**src/verilog/l2_resp_pkg.sv**
```systemverilog
// shared constants and types for the cache transaction response logic
package l2_resp_pkg;
  localparam int TT_W = 5;
  localparam logic [4:0] TT_READ_VAL  = 5'h0a; // x1x10
  localparam logic [4:0] TT_READ_CARE = 5'h0b;
  localparam logic [4:0] TT_NCRD_VAL  = 5'h0a; // x1010
  localparam logic [4:0] TT_NCRD_CARE = 5'h0f;
  localparam logic [4:0] TT_BWR_VAL   = 5'h06; // 00110
  localparam logic [4:0] TT_WT_VAL    = 5'h02; // 00x10
  localparam logic [4:0] TT_WT_CARE   = 5'h1b;
  localparam logic [4:0] TT_SWR_VAL   = 5'h02; // 00010
  localparam logic [4:0] TT_NCWR_VAL  = 5'h02; // x0010
  localparam logic [4:0] TT_NCWR_CARE = 5'h0f;
  localparam logic [4:0] TT_FLUSH_VAL = 5'h04; // 00100
  localparam logic [4:0] TT_CLEAN_VAL = 5'h00; // 00000
  localparam logic [4:0] TT_KILL_VAL  = 5'h0c; // 01100
  localparam logic [4:0] TT_ALL_CARE  = 5'h1f;
  localparam logic [4:0] TT_CB_VAL    = 5'h02; // copy-back write
  localparam logic       CB_BURST_N   = 1'b0;
  localparam logic       CB_INHIBIT_N = 1'b1;
  localparam logic       CB_WT_N      = 1'b1;
  localparam int         BUF_DEPTH    = 2;
  localparam int         BEATS        = 4;
  localparam logic [1:0] BEAT_LAST    = 2'h3;

  typedef enum logic [3:0] {
    ACT_NONE, ACT_FILL, ACT_CLAIM, ACT_INVAL, ACT_UPDATE, ACT_UPD_CLR,
    ACT_PUSH_INVAL, ACT_PUSH_KEEP, ACT_COB_SUPPLY, ACT_FILL_CANCEL
  } action_t;
endpackage

```
**src/verilog/l2_cache_transaction_response.sv**
```systemverilog
// response decision logic of a look-aside level-two cache
`timescale 1ns/1ps
module l2_cache_transaction_response (
  input  wire logic                        clk_i,
  input  wire logic                        reset_i,
  input  wire logic                        transfer_start_i,
  input  wire logic [l2_resp_pkg::TT_W-1:0] transfer_type_code_i,
  input  wire logic                        burst_flag_n_i,
  input  wire logic                        cache_inhibit_n_i,
  input  wire logic                        write_through_n_i,
  input  wire logic                        tag_hit_i,
  input  wire logic                        tag_dirty_i,
  input  wire logic                        castout_hit_i,
  input  wire logic                        castout_full_i,
  input  wire logic                        victim_dirty_i,
  input  wire logic                        snoop_prev_i,
  input  wire logic                        snoop_was_read_i,
  input  wire logic                        snoop_was_hit_i,
  input  wire logic                        address_retry_i,
  input  wire logic                        data_bus_busy_i,
  input  wire logic                        bus_grant_i,
  input  wire logic [63:0]                 read_data_i,
  input  wire logic                        receiver_ready_i,
  output logic                             hit_claim_o,
  output logic                             address_acknowledge_o,
  output logic                             transfer_acknowledge_o,
  output logic                             address_retry_o,
  output logic                             cache_bus_request_o,
  output logic                             line_fill_o,
  output logic                             invalidate_o,
  output logic                             update_o,
  output logic                             clear_dirty_o,
  output logic                             writeback_o,
  output logic                             castout_supply_o,
  output logic                             fill_cancel_o,
  output logic                             restore_victim_o,
  output logic                             castout_invalidate_o,
  output logic                             read_abort_o,
  output logic [l2_resp_pkg::TT_W-1:0]     cb_type_code_o,
  output logic                             cb_burst_flag_n_o,
  output logic                             cb_cache_inhibit_n_o,
  output logic                             cb_write_through_n_o,
  output logic                             cb_drive_o,
  output logic [63:0]                      data_o,
  output logic                             data_valid_o
);
  import l2_resp_pkg::*;

  // pins are asynchronous to our logic: two stages each
  logic [10:0] s1;
  logic [10:0] s2;
  logic [TT_W-1:0] tt1;
  logic [TT_W-1:0] tt2;
  wire  [10:0] pin_raw = {transfer_start_i, burst_flag_n_i, cache_inhibit_n_i,
                          write_through_n_i, address_retry_i, data_bus_busy_i,
                          bus_grant_i, snoop_prev_i, snoop_was_read_i,
                          snoop_was_hit_i, castout_full_i};
  always_ff @(posedge clk_i) begin
    if (reset_i) begin
      s1  <= '0;
      s2  <= '0;
      tt1 <= '0;
      tt2 <= '0;
    end else begin
      s1  <= pin_raw;
      s2  <= s1;
      tt1 <= transfer_type_code_i;
      tt2 <= tt1;
    end
  end
  wire ts        = s2[10];
  wire burst_n   = s2[9];
  wire inh_n     = s2[8];
  wire wt_n      = s2[7];
  wire retry_in  = s2[6];
  wire dbusy     = s2[5];
  wire grant     = s2[4];
  wire snp_prev  = s2[3];
  wire snp_read  = s2[2];
  wire snp_hit   = s2[1];
  wire cob_full  = s2[0];

  function automatic logic tt_match(input logic [4:0] code, input logic [4:0] val,
                                    input logic [4:0] care);
    tt_match = ((code ^ val) & care) == 5'h00;
  endfunction

  wire hit   = tag_hit_i;
  wire clean = tag_hit_i && !tag_dirty_i;
  wire dirty = tag_hit_i && tag_dirty_i;
  wire m_read  = tt_match(tt2, TT_READ_VAL, TT_READ_CARE) && !burst_n && inh_n;
  wire m_ncrd  = tt_match(tt2, TT_NCRD_VAL, TT_NCRD_CARE) && burst_n && !inh_n;
  wire m_bwr   = tt_match(tt2, TT_BWR_VAL, TT_ALL_CARE) && !burst_n && inh_n;
  wire m_wt    = tt_match(tt2, TT_WT_VAL, TT_WT_CARE) && inh_n && !wt_n;
  wire m_swr   = tt_match(tt2, TT_SWR_VAL, TT_ALL_CARE) && burst_n && inh_n && !wt_n;
  wire m_ncwr  = tt_match(tt2, TT_NCWR_VAL, TT_NCWR_CARE) && burst_n && !inh_n;
  wire m_flush = tt_match(tt2, TT_FLUSH_VAL, TT_ALL_CARE);
  wire m_clean = tt_match(tt2, TT_CLEAN_VAL, TT_ALL_CARE);
  wire m_kill  = tt_match(tt2, TT_KILL_VAL, TT_ALL_CARE);
  wire after_snoop_wr = snp_prev && !snp_read;
  wire after_snoop_rd = snp_prev && snp_read;
  // a dirty victim with a full buffer cannot be evicted unless castout_hit_i is set
  wire fill_blocked = victim_dirty_i && cob_full && !castout_hit_i;

  logic [3:0] next_act;
  always_comb begin
    next_act = ACT_NONE;
    if (m_read && !hit && castout_hit_i)
      next_act = ACT_COB_SUPPLY;
    else if (m_read && !hit)
      next_act = fill_blocked ? ACT_FILL_CANCEL : ACT_FILL;
    else if (m_read && hit)
      next_act = ACT_CLAIM;
    else if (m_ncrd && clean)
      next_act = ACT_INVAL;
    else if (m_ncrd && dirty)
      next_act = ACT_PUSH_INVAL;
    else if (m_bwr && after_snoop_wr && snp_hit && hit)
      next_act = ACT_INVAL;
    else if (m_bwr && after_snoop_wr && !snp_hit && !hit)
      next_act = ACT_NONE;
    else if (m_bwr && after_snoop_rd && snp_hit && hit)
      next_act = ACT_UPD_CLR;
    else if (m_bwr && !hit && !(snp_prev && snp_hit))
      next_act = fill_blocked ? ACT_FILL_CANCEL : ACT_FILL;
    else if (m_bwr && dirty && !wt_n)
      next_act = ACT_UPD_CLR;
    else if (m_swr && dirty)
      next_act = ACT_PUSH_KEEP;
    else if (m_wt && clean)
      next_act = ACT_UPDATE;
    else if (m_ncwr && clean)
      next_act = ACT_INVAL;
    else if (m_ncwr && dirty)
      next_act = ACT_PUSH_INVAL;
    else if (m_flush && clean)
      next_act = ACT_INVAL;
    else if (m_flush && dirty)
      next_act = ACT_PUSH_INVAL;
    else if (m_clean && dirty)
      next_act = ACT_PUSH_KEEP;
    else if (m_kill && hit)
      next_act = ACT_INVAL;
  end

  typedef enum logic [2:0] {S_IDLE, S_DECIDE, S_CLAIM, S_DATA, S_PUSH, S_FILL} state_t;
  state_t state;
  logic   ts_d;
  logic   [1:0] beat;
  logic   fill_dirty;
  wire    ts_rise = ts && !ts_d;
  wire    beat_go;
  wire    buf_ready;

  // read data passes through the buffer so a stalled receiver loses no beat
  assign beat_go = (state == S_DATA) && buf_ready && !retry_in;

  always_ff @(posedge clk_i) begin
    if (reset_i) begin
      state                 <= S_IDLE;
      ts_d                  <= 1'b0;
      beat                  <= 2'h0;
      fill_dirty            <= 1'b0;
      hit_claim_o           <= 1'b0;
      address_acknowledge_o <= 1'b0;
      transfer_acknowledge_o <= 1'b0;
      address_retry_o       <= 1'b0;
      cache_bus_request_o   <= 1'b0;
      line_fill_o           <= 1'b0;
      invalidate_o          <= 1'b0;
      update_o              <= 1'b0;
      clear_dirty_o         <= 1'b0;
      writeback_o           <= 1'b0;
      castout_supply_o      <= 1'b0;
      fill_cancel_o         <= 1'b0;
      restore_victim_o      <= 1'b0;
      castout_invalidate_o  <= 1'b0;
      read_abort_o          <= 1'b0;
      cb_type_code_o        <= '0;
      cb_burst_flag_n_o     <= 1'b1;
      cb_cache_inhibit_n_o  <= 1'b1;
      cb_write_through_n_o  <= 1'b1;
      cb_drive_o            <= 1'b0;
    end else begin
      ts_d                  <= ts;
      address_acknowledge_o <= 1'b0;
      transfer_acknowledge_o <= 1'b0;
      address_retry_o       <= 1'b0;
      line_fill_o           <= 1'b0;
      invalidate_o          <= 1'b0;
      update_o              <= 1'b0;
      clear_dirty_o         <= 1'b0;
      writeback_o           <= 1'b0;
      castout_supply_o      <= 1'b0;
      fill_cancel_o         <= 1'b0;
      restore_victim_o      <= 1'b0;
      castout_invalidate_o  <= 1'b0;
      read_abort_o          <= 1'b0;
      case (state)
        S_IDLE: begin
          if (ts_rise)
            state <= S_DECIDE;
        end
        S_DECIDE: begin
          state <= S_IDLE;
          case (action_t'(next_act))
            ACT_FILL: begin
              line_fill_o <= 1'b1;
              fill_dirty  <= victim_dirty_i;
              state       <= S_FILL;
            end
            ACT_FILL_CANCEL: fill_cancel_o <= 1'b1;
            ACT_CLAIM, ACT_COB_SUPPLY: begin
              hit_claim_o      <= 1'b1;
              castout_supply_o <= (next_act == 4'(ACT_COB_SUPPLY));
              state            <= S_CLAIM;
            end
            ACT_INVAL: invalidate_o <= 1'b1;
            ACT_UPDATE: update_o <= 1'b1;
            ACT_UPD_CLR: begin
              update_o      <= 1'b1;
              clear_dirty_o <= 1'b1;
            end
            ACT_PUSH_INVAL, ACT_PUSH_KEEP: begin
              address_retry_o     <= 1'b1;
              cache_bus_request_o <= 1'b1;
              fill_dirty          <= (next_act == 4'(ACT_PUSH_INVAL));
              state               <= S_PUSH;
            end
            default: state <= S_IDLE;
          endcase
        end
        S_CLAIM: begin
          if (retry_in) begin
            hit_claim_o  <= 1'b0;
            read_abort_o <= 1'b1;
            state        <= S_IDLE;
          end else if (!dbusy) begin
            address_acknowledge_o <= 1'b1;
            beat                  <= 2'h0;
            state                 <= S_DATA;
          end
        end
        S_DATA: begin
          if (retry_in) begin
            hit_claim_o  <= 1'b0;
            read_abort_o <= 1'b1;
            state        <= S_IDLE;
          end else if (beat_go) begin
            transfer_acknowledge_o <= 1'b1;
            beat                   <= beat + 2'h1;
            if (beat == BEAT_LAST) begin
              hit_claim_o <= 1'b0;
              state       <= S_IDLE;
            end
          end
        end
        S_FILL: begin
          // retry window: one cycle after the fill decision
          if (retry_in && fill_dirty) begin
            fill_cancel_o        <= 1'b1;
            restore_victim_o     <= 1'b1;
            castout_invalidate_o <= 1'b1;
          end
          state <= S_IDLE;
        end
        S_PUSH: begin
          if (grant) begin
            cache_bus_request_o  <= 1'b0;
            writeback_o          <= 1'b1;
            cb_drive_o           <= 1'b1;
            cb_type_code_o       <= TT_CB_VAL;
            cb_burst_flag_n_o    <= CB_BURST_N;
            cb_cache_inhibit_n_o <= CB_INHIBIT_N;
            cb_write_through_n_o <= CB_WT_N;
            invalidate_o         <= fill_dirty;
            clear_dirty_o        <= !fill_dirty;
            state                <= S_IDLE;
          end
        end
        default: state <= S_IDLE;
      endcase
      if (state != S_PUSH)
        cb_drive_o <= 1'b0;
    end
  end

  logic [63:0] buf_data;
  logic        buf_valid;
  resp_buffer u_buf (
    .clk_i       (clk_i),
    .reset_i     (reset_i),
    .in_data_i   (read_data_i),
    .in_valid_i  (beat_go),
    .in_ready_o  (buf_ready),
    .out_data_o  (buf_data),
    .out_valid_o (buf_valid),
    .out_ready_i (receiver_ready_i)
  );
  always_ff @(posedge clk_i) begin
    if (reset_i) begin
      data_o       <= '0;
      data_valid_o <= 1'b0;
    end else begin
      data_o       <= buf_data;
      data_valid_o <= buf_valid && receiver_ready_i;
    end
  end

  a_ack_after_claim: assert property (@(posedge clk_i) disable iff (reset_i)
    address_acknowledge_o |-> hit_claim_o && $past(state == S_CLAIM) && !$past(dbusy))
    else $error("address ack without claim or with busy data bus");
  a_ta_needs_claim: assert property (@(posedge clk_i) disable iff (reset_i)
    transfer_acknowledge_o |-> hit_claim_o || $past(hit_claim_o))
    else $error("data ack without hit claim");
  a_retry_aborts: assert property (@(posedge clk_i) disable iff (reset_i)
    (retry_in && (state == S_CLAIM || state == S_DATA)) |=> read_abort_o && !hit_claim_o)
    else $error("retry did not abort read service");
  a_restore_set: assert property (@(posedge clk_i) disable iff (reset_i)
    restore_victim_o |-> fill_cancel_o && castout_invalidate_o)
    else $error("victim restore without cancel");
  a_push_retry: assert property (@(posedge clk_i) disable iff (reset_i)
    (state == S_DECIDE && next_act == 4'(ACT_PUSH_INVAL)) |=> address_retry_o
      && cache_bus_request_o)
    else $error("dirty push not retried");
  a_cb_attrs: assert property (@(posedge clk_i) disable iff (reset_i)
    writeback_o |-> cb_type_code_o == TT_CB_VAL && !cb_burst_flag_n_o
      && cb_cache_inhibit_n_o && cb_write_through_n_o)
    else $error("copy-back attributes wrong");
  a_kill_no_wb: assert property (@(posedge clk_i) disable iff (reset_i)
    (state == S_DECIDE && m_kill && hit) |=> invalidate_o && !address_retry_o)
    else $error("kill did not invalidate cleanly");
  a_fill_blocked: assert property (@(posedge clk_i) disable iff (reset_i)
    (state == S_DECIDE && m_read && !hit && fill_blocked && !castout_hit_i)
      |=> fill_cancel_o && !line_fill_o)
    else $error("blocked fill went ahead");
endmodule // l2_cache_transaction_response

```
**src/verilog/resp_buffer.sv**
```systemverilog
// two-entry valid/ready buffer for read data beats
`timescale 1ns/1ps
module resp_buffer (
  input  wire logic        clk_i,
  input  wire logic        reset_i,
  input  wire logic [63:0] in_data_i,
  input  wire logic        in_valid_i,
  output logic             in_ready_o,
  output logic [63:0]      out_data_o,
  output logic             out_valid_o,
  input  wire logic        out_ready_i
);
  import l2_resp_pkg::*;
  logic [63:0] mem [BUF_DEPTH];
  logic        wr_ptr;
  logic        rd_ptr;
  logic [1:0]  count;
  wire         push = in_valid_i && (count != 2'(BUF_DEPTH));
  wire         pop  = out_ready_i && (count != 2'h0);

  assign in_ready_o  = (count != 2'(BUF_DEPTH));
  assign out_valid_o = (count != 2'h0);
  assign out_data_o  = mem[rd_ptr];

  always_ff @(posedge clk_i) begin
    if (reset_i) begin
      wr_ptr <= 1'b0;
      rd_ptr <= 1'b0;
      count  <= 2'h0;
    end else begin
      if (push) begin
        mem[wr_ptr] <= in_data_i;
        wr_ptr      <= ~wr_ptr;
      end
      if (pop)
        rd_ptr <= ~rd_ptr;
      count <= count + 2'(push) - 2'(pop);
    end
  end

  // no overflow: a push never happens while full
  a_buf_no_over: assert property (@(posedge clk_i) disable iff (reset_i)
    (count == 2'h2 && !pop) |=> count == 2'h2)
    else $error("buffer count changed while full and idle");
endmodule // resp_buffer
```
**config.mk**
```make
export PLATFORM = sky130hd
export DESIGN_NAME = l2_cache_transaction_response
export DESIGN_NICKNAME = d
export VERILOG_FILES = /design/src/verilog/l2_resp_pkg.sv /design/src/verilog/l2_cache_transaction_response.sv /design/src/verilog/resp_buffer.sv
export SDC_FILE = /design/constraint.sdc
export NUM_CORES = 1
export LEC_CHECK = 0
export BUFFER_PORTS_ARGS = -buffer_cell sky130_fd_sc_hd__buf_2
export CELL_PAD_IN_SITES_DETAIL_PLACEMENT = 1
export CELL_PAD_IN_SITES_GLOBAL_PLACEMENT = 1
export CORE_MARGIN = 2
export CORE_UTILIZATION = 45
export CTS_BUF_LIST = sky130_fd_sc_hd__clkbuf_4 sky130_fd_sc_hd__clkbuf_8 sky130_fd_sc_hd__clkbuf_16
export CTS_CLUSTER_DIAMETER = 150
export DETAILED_ROUTE_END_ITERATION = 8
export PLACE_DENSITY_LB_ADDON = 0.1
export SLEW_MARGIN = 10
export SYNTH_ARGS = -nofsm -noshare
export SYNTH_HDL_FRONTEND = slang
export SYNTH_SLANG_ARGS = --single-unit
```
**constraint.sdc**
```tcl
create_clock -name clk_i -period 11.9 [get_ports clk_i]
set_input_delay 1.19 -clock clk_i [delete_from_list [all_inputs] [get_ports clk_i]]
set_output_delay 1.19 -clock clk_i [all_outputs]
set_load 0.01 [all_outputs]
```
==> results of run 1 <==
critical path, delay by kind of cell, from the launching register on:
family	cells	cell delay [ps]
AND/OR/NAND/NOR	4	1750
flip-flops	1	450
cell usage after synthesis (all sizes together), types with 2 or more instances:
master,count,area share (%)
xor2,2,0.20
clkbuf,18,0.89
xnor2,3,0.30
ha,3,0.43
or3b,2,0.23
o21ai,7,0.40
o31a,2,0.22
nor4b,2,0.20
nand4bb,3,0.58
mux2i,66,7.6
nor4,3,0.36
buf,17,1.2
nor2b,35,2.5
nand3,3,0.17
nor3b,7,0.66
a2111oi,3,0.37
dfxtp,125,29
inv,8,0.35
nand2,15,0.73
a211oi,7,0.72
a21oi,7,0.40
and2,2,0.16
edfxtp,128,44
a21o,2,0.17
conb,2,0.086
nor2,91,3.9
and3,2,0.14
or2b,3,0.26
or3,5,0.36
nor3,17,1.0
nand2b,3,0.22
power groups by stage:
stage               Sequential (W)  Combinational, W  Clock [W]
global placement          0.000979          0.000153          0
global route              0.000964          0.000172   0.000850
finish                    0.000962          0.000156   0.000793
floorplan                 0.000979          0.000102          0
detailed placement        0.000980          0.000158          0
CTS                       0.000962          0.000160   0.000810
placed cells by master (no fill, tap or decap), types with 4 or more instances in the layout:
cell       count
conb_1         6
buf_4          5
clkinv_2       5
nand2_1       14
a21oi_1        7
a211oi_1       5
dfxtp_1      124
or3_1          5
clkbuf_8       7
clkbuf_4       8
mux2i_1       66
edfxtp_1     128
nor2b_1       35
inv_1          8
clkbuf_16     27
nor3b_1        6
nor3_1        15
buf_2        168
nor2_1        91
o21ai_0        4
final timing paths:
check                              start                to  slack, ps  depth (start not counted)
worst min-delay path              tt1[4]            tt2[4]        440                          1
worst max-delay path            state[2]  u_buf.mem[1][47]       9240                          4
worst min register to register    tt1[4]            tt2[4]        440                          1
worst max register to register  state[2]  u_buf.mem[1][47]       9240                          4
flip-flops by register name, summed over array words and instances (netlist names), 2 cells and up:
signal       count
tt1              5
tt2              5
state            3
u_buf.mem      128
s1              11
u_buf.count      2
s2              11
beat             2
data_o          64
metrics by stage:
stage | setup slack, ps | hold WS, ps | area [sq um]
floorplan | 5510 | 414 | 8710
global placement | 8810 | 421 | 9740
detailed placement | 8760 | 426 | 9740
CTS | 9210 | 440 | 10600
global route | 9070 | 459 | 10600
finish | 9240 | 435 | 10600
kinds of logic (layout without fill, tap and decap cells):
logic type | count (synthesis) | after routing
buffers and inverters | 43 | 229
adders and majority gates | 3 | 3
AOI/OAI and AO/OA | 41 | 41
and+or+nand+nor | 198 | 198
muxes | 67 | 67
xor gates and xnor gates | 5 | 5
DFF | 253 | 253
other | 2 | 7
cell type report:
| type | count | area [sq um] |
|---|---|---|
| Antenna cell | 1 | 2.50 |
| Timing Repair Buffer | 173 | 878 |
| Multi-Input combinational cell | 320 | 2160 |
| Clock buffer | 42 | 832 |
| Fill cell | 1923 | 8230 |
| Tap cell | 260 | 325 |
| Clock inverter | 6 | 28.8 |
| Inverter | 8 | 30.0 |
| Sequential cell | 253 | 6350 |
per-layer routing:
layer | wire [um] | track usage [%] | up-vias
li1 | - | - | 2492
met1 | 7390 | 20.5 | 2552
met2 | 9260 | 32.0 | 139
met3 | 988 | 4.09 | 43
met4 | 455 | 5.68 | 4
met5 | 27 | 0 | -
==> flow_summary.ini, run 1 <==
[synth]
synth_fa_ha_area_share_pct = 0.432
synth_xor_area_share_pct = 0.504
synth-simple-area-share_pct = 12.1
synth_edf_count = 128
synth.mux.area_fraction_pct = 7.73
yosysUniqueCellTypes = 65
yosys_most_used_dff = edfxtp_1
seq_area_frac_synth_pct = 73.0
synth.avg_cell_area_sq_um = 14.2
synth-seq-cells = 253
synth_top_family_by_area = simple AND/OR/NAND/NOR gates
async_reset_ff_share_pct = 0
yosysWarnings = 0
syn_inst = 612
synth_compound_area_share_pct = 3.70
syn_area_sq_um = 8690

[global_route]
grt_overflow_total = 0
antenna_found_initial = 3
grt_usage_pct = 17.6
grt_pass1_wl_um = 28200
first_global_vias = 5588
grt_max_degree = 77

[clocking]
cts_tree = done
cts_root_buffer = clkbuf_16
path_clk_slew_ps = 60
cts_sinks = 253
ctsHoldBuffers = 0
htree_levels = 1
cts_resized = 0
cts_buffer_depth = 3
cts_made_buffers = 26
cts_setup_buffers = 0
clk_latency_ps = 510

[setup_path]
worstSetupPathType = reg2reg
crit_path_cell_trace = nand2b_1 > or3_1 > nor2_1 > and2_4
max_stage_delay_ps = 740
crit_required_ps = 12030
cp.arrival_ps = 2780
path_max_fanout = 64
slowest_stage = and2_4
critPathCaptureType = flip-flop
start_kind = flip-flop

[power_and_ir_drop]
power_w = 0.00191
combPwrFrac_pct = 8.2
p_leak_nw = 4.08
p_sw_w = 0.000420
p_clk_share_pct = 41.5
ir_drop_mv = 0.129
power.share.sequential_pct = 50.3
p_per_area_nw_per_um2 = 180
internal_power_w = 0.00149
p_sw_share_pct = 22.0

[floorplanning]
die_y_um = 143
rows = 50
coreArea_sq_um = 18800
dieArea_sq_um = 20400
dieWidth_um = 143
start_util_pct = 46.2
io_pins = 176

[route]
dr.pass1.iters = 4
drt.antenna.violating_nets = 0
drt-vias-per-instance = 4.92
wl_per_cell_um = 17.0
drc = 0
dr_total_vias = 5230
wirelength_um = 18100
drt_iter0_drc = 205

[cells_and_area]
fin_nets = 872
drive_gt1_share_pct = 29.9
syn2layout_area_growth_pct = 22.0
fin_util_pct = 56.3
final_cells = 1063

[timing]
fmax_mhz = 376
slew_headroom_pct = 35.4
setup_viol = 0
finalHoldViolations = 0
clock_skew_ps = 9.71
rsz0062_at_grt = no
fin_crit_sh_pct = 22.3
setup_tns_ps = 0
tightestPinTransition_ps = 970
slew_viol_final = 0
min_period_ps = 2660

[placement]
routabilityCongestion = 0.809
io_buffer_count = 169
dp_hpwl_um = 11800
dpl.cell_count = 1014

[hold_path]
min_path_type = reg2reg

[flow_run]
maxCapViolCount = 0

[outcome]
status = finished, final reports clean
(Power assumes the default switching activity.)
==> run 2, diff against run 1 <==
- CORE_UTILIZATION: 45 -> 40
- clock period: 11.9 -> 2.27 ns (I/O delays scaled with it)
==> run 2 against run 1 <==
  * Clock power increased to 5.5 times the previous value
  * Sequential cell count unchanged
  * Critical path depth increased by 3
  * Critical path type unchanged
  * Highest routed layer is now met4
  * Count of clock-buffer cells in the layout decreased by 2
==> flow_summary.ini, run 2 (synthesized netlist as in run 1, its figures left out) <==
[outcome]
status = finished, final reports clean

[floorplanning]
start_util_pct = 41.1
rows = 53
coreArea_sq_um = 21200
io_pins = 176
dieWidth_um = 151
die_y_um = 151
dieArea_sq_um = 22900

[route]
drt_iter0_drc = 188
wirelength_um = 18800
dr.pass1.iters = 4
dr_total_vias = 5513
wl_per_cell_um = 16.1
drt.antenna.violating_nets = 0
drt-vias-per-instance = 4.72
drc = 0

[timing]
fin_crit_sh_pct = 97.4
fmax_mhz = 452
slew_headroom_pct = 61.6
min_period_ps = 2210
finalHoldViolations = 0
setup_viol = 0
rsz0062_at_grt = yes
setup_slack_ps = 58.5
clock_skew_ps = 17.0
setup_tns_ps = 0
tightestPinTransition_ps = 576
slew_viol_final = 0

[placement]
dp_hpwl_um = 11800
io_buffer_count = 169
pre_cts_slack_ps = 10.7
routabilityCongestion = 0.807

[cells_and_area]
final_common_cell = buf_2
drive_gt1_share_pct = 28.7
top_register = u_buf.mem
layout_common_cells = buf_2 (168), edfxtp_1 (128), dfxtp_1 (120)
syn2layout_area_growth_pct = 34.2
fin_util_pct = 55.1
largest_reg_flops = 128
nFillCells = 2140
antenna_cells = 0
fin_nets = 962
top_regs = u_buf.mem (128), data_o (64)

[clocking]
htree_levels = 1
cts_tree = done
cts_root_buffer = clkbuf_16
cts_setup_buffers = 0
clk_latency_ps = 520
cts_made_buffers = 27
path_clk_slew_ps = 60
cts_buffer_depth = 3
cts_sinks = 253

[setup_path]
crit_required_ps = 2690
worstSetupPathType = reg2reg
cp.arrival_ps = 2630
start_kind = flip-flop
critPathCaptureType = flip-flop
path_max_fanout = 8

[global_route]
antenna_found_initial = 0
first_global_vias = 5897
grt_overflow_total = 0
grt_max_degree = 63
grt_pass1_wl_um = 29900
grt_usage_pct = 16.4

[hold_path]
min_path_type = in2reg

[power_and_ir_drop]
ir_drop_mv = 0.607
p_per_area_nw_per_um2 = 888
p_leak_nw = 4.50

[flow_run]
maxCapViolCount = 0
==> run 2: cell types whose count changed in the layout (fill, tap and decap cells not counted), sizes merged <==
cell	before	now
clkinv	6	7
bufinv	0	2
buf	173	182
diode	1	0
clkbuf	42	40
dlygate4sd3	0	80
==> run 2: timing repair <==
item                                    4_1_cts  5_1_grt
pin swaps                                     0        2
hold buffers                                 80        0
endpoints found under the hold margin       144        0
endpoints found under the setup margin        1        4
resized for setup                             1        9
gates cloned                                  0        0
==> run 2: through the flow <==
stage	hold slack (ps)	power (W)	area, sq um	instances
after CTS	114	0.0105	11600	1167
after detailed placement	418	0.00601	9930	1038
after global routing	142	0.0108	11700	1167
after floorplan	326	0.00567	8750	616
after global placement	415	0.00598	9930	1038
final	129	0.0104	11700	1167
==> run 2: power by group <==
group,switching (W),total [W],internal (W)
Combinational,0.000467,0.000966,0.000500
Sequential,0.000118,0.00506,0.00494
Clock,0.00166,0.00433,0.00267
==> run 2: worst paths after layout <==
kind	startpoint	end	slack, ps	cells past startpoint
max reg2reg	tt2[3]	hit_claim_o	60	7
max	tt2[3]	hit_claim_o	60	7
min reg2reg	tt1[3]	tt2[3]	440	1
min	receiver_ready_i	data_valid_o	130	3
==> run 2: critical path, stage by stage (launching register included) <==
cell	delay, ps
dfxtp_2	350
or3b_4	430
nor4_2	350
nand2_1	180
a21bo_2	250
a311oi_4	260
nor3_1	100
nor4_2	200
==> run 2: area by class of cell <==
| class | count | area (sq um) | share of cell area (%) |
|---|---|---|---|
| Inverter | 8 | 30.0 | 0.257 |
| Sequential cell | 253 | 6350 | 54.5 |
| Clock buffer | 40 | 803 | 6.89 |
| Clock inverter | 9 | 95.1 | 0.815 |
| Multi-Input combinational cell | 320 | 2200 | 18.9 |
| Timing Repair Buffer | 262 | 1830 | 15.7 |
| Tap cell | 275 | 344 | 2.95 |
==> run 2: layer usage <==
| metal | GRT usage, % | wire length [um] | vias to the layer above |
|---|---|---|---|
| met4 | 4.91 | 500 | 0 |
| met3 | 3.10 | 839 | 36 |
| li1 | - | - | 2668 |
| met1 | 19.9 | 7940 | 2670 |
| met2 | 29.7 | 9540 | 139 |
| met5 | 0 | 0 | - |
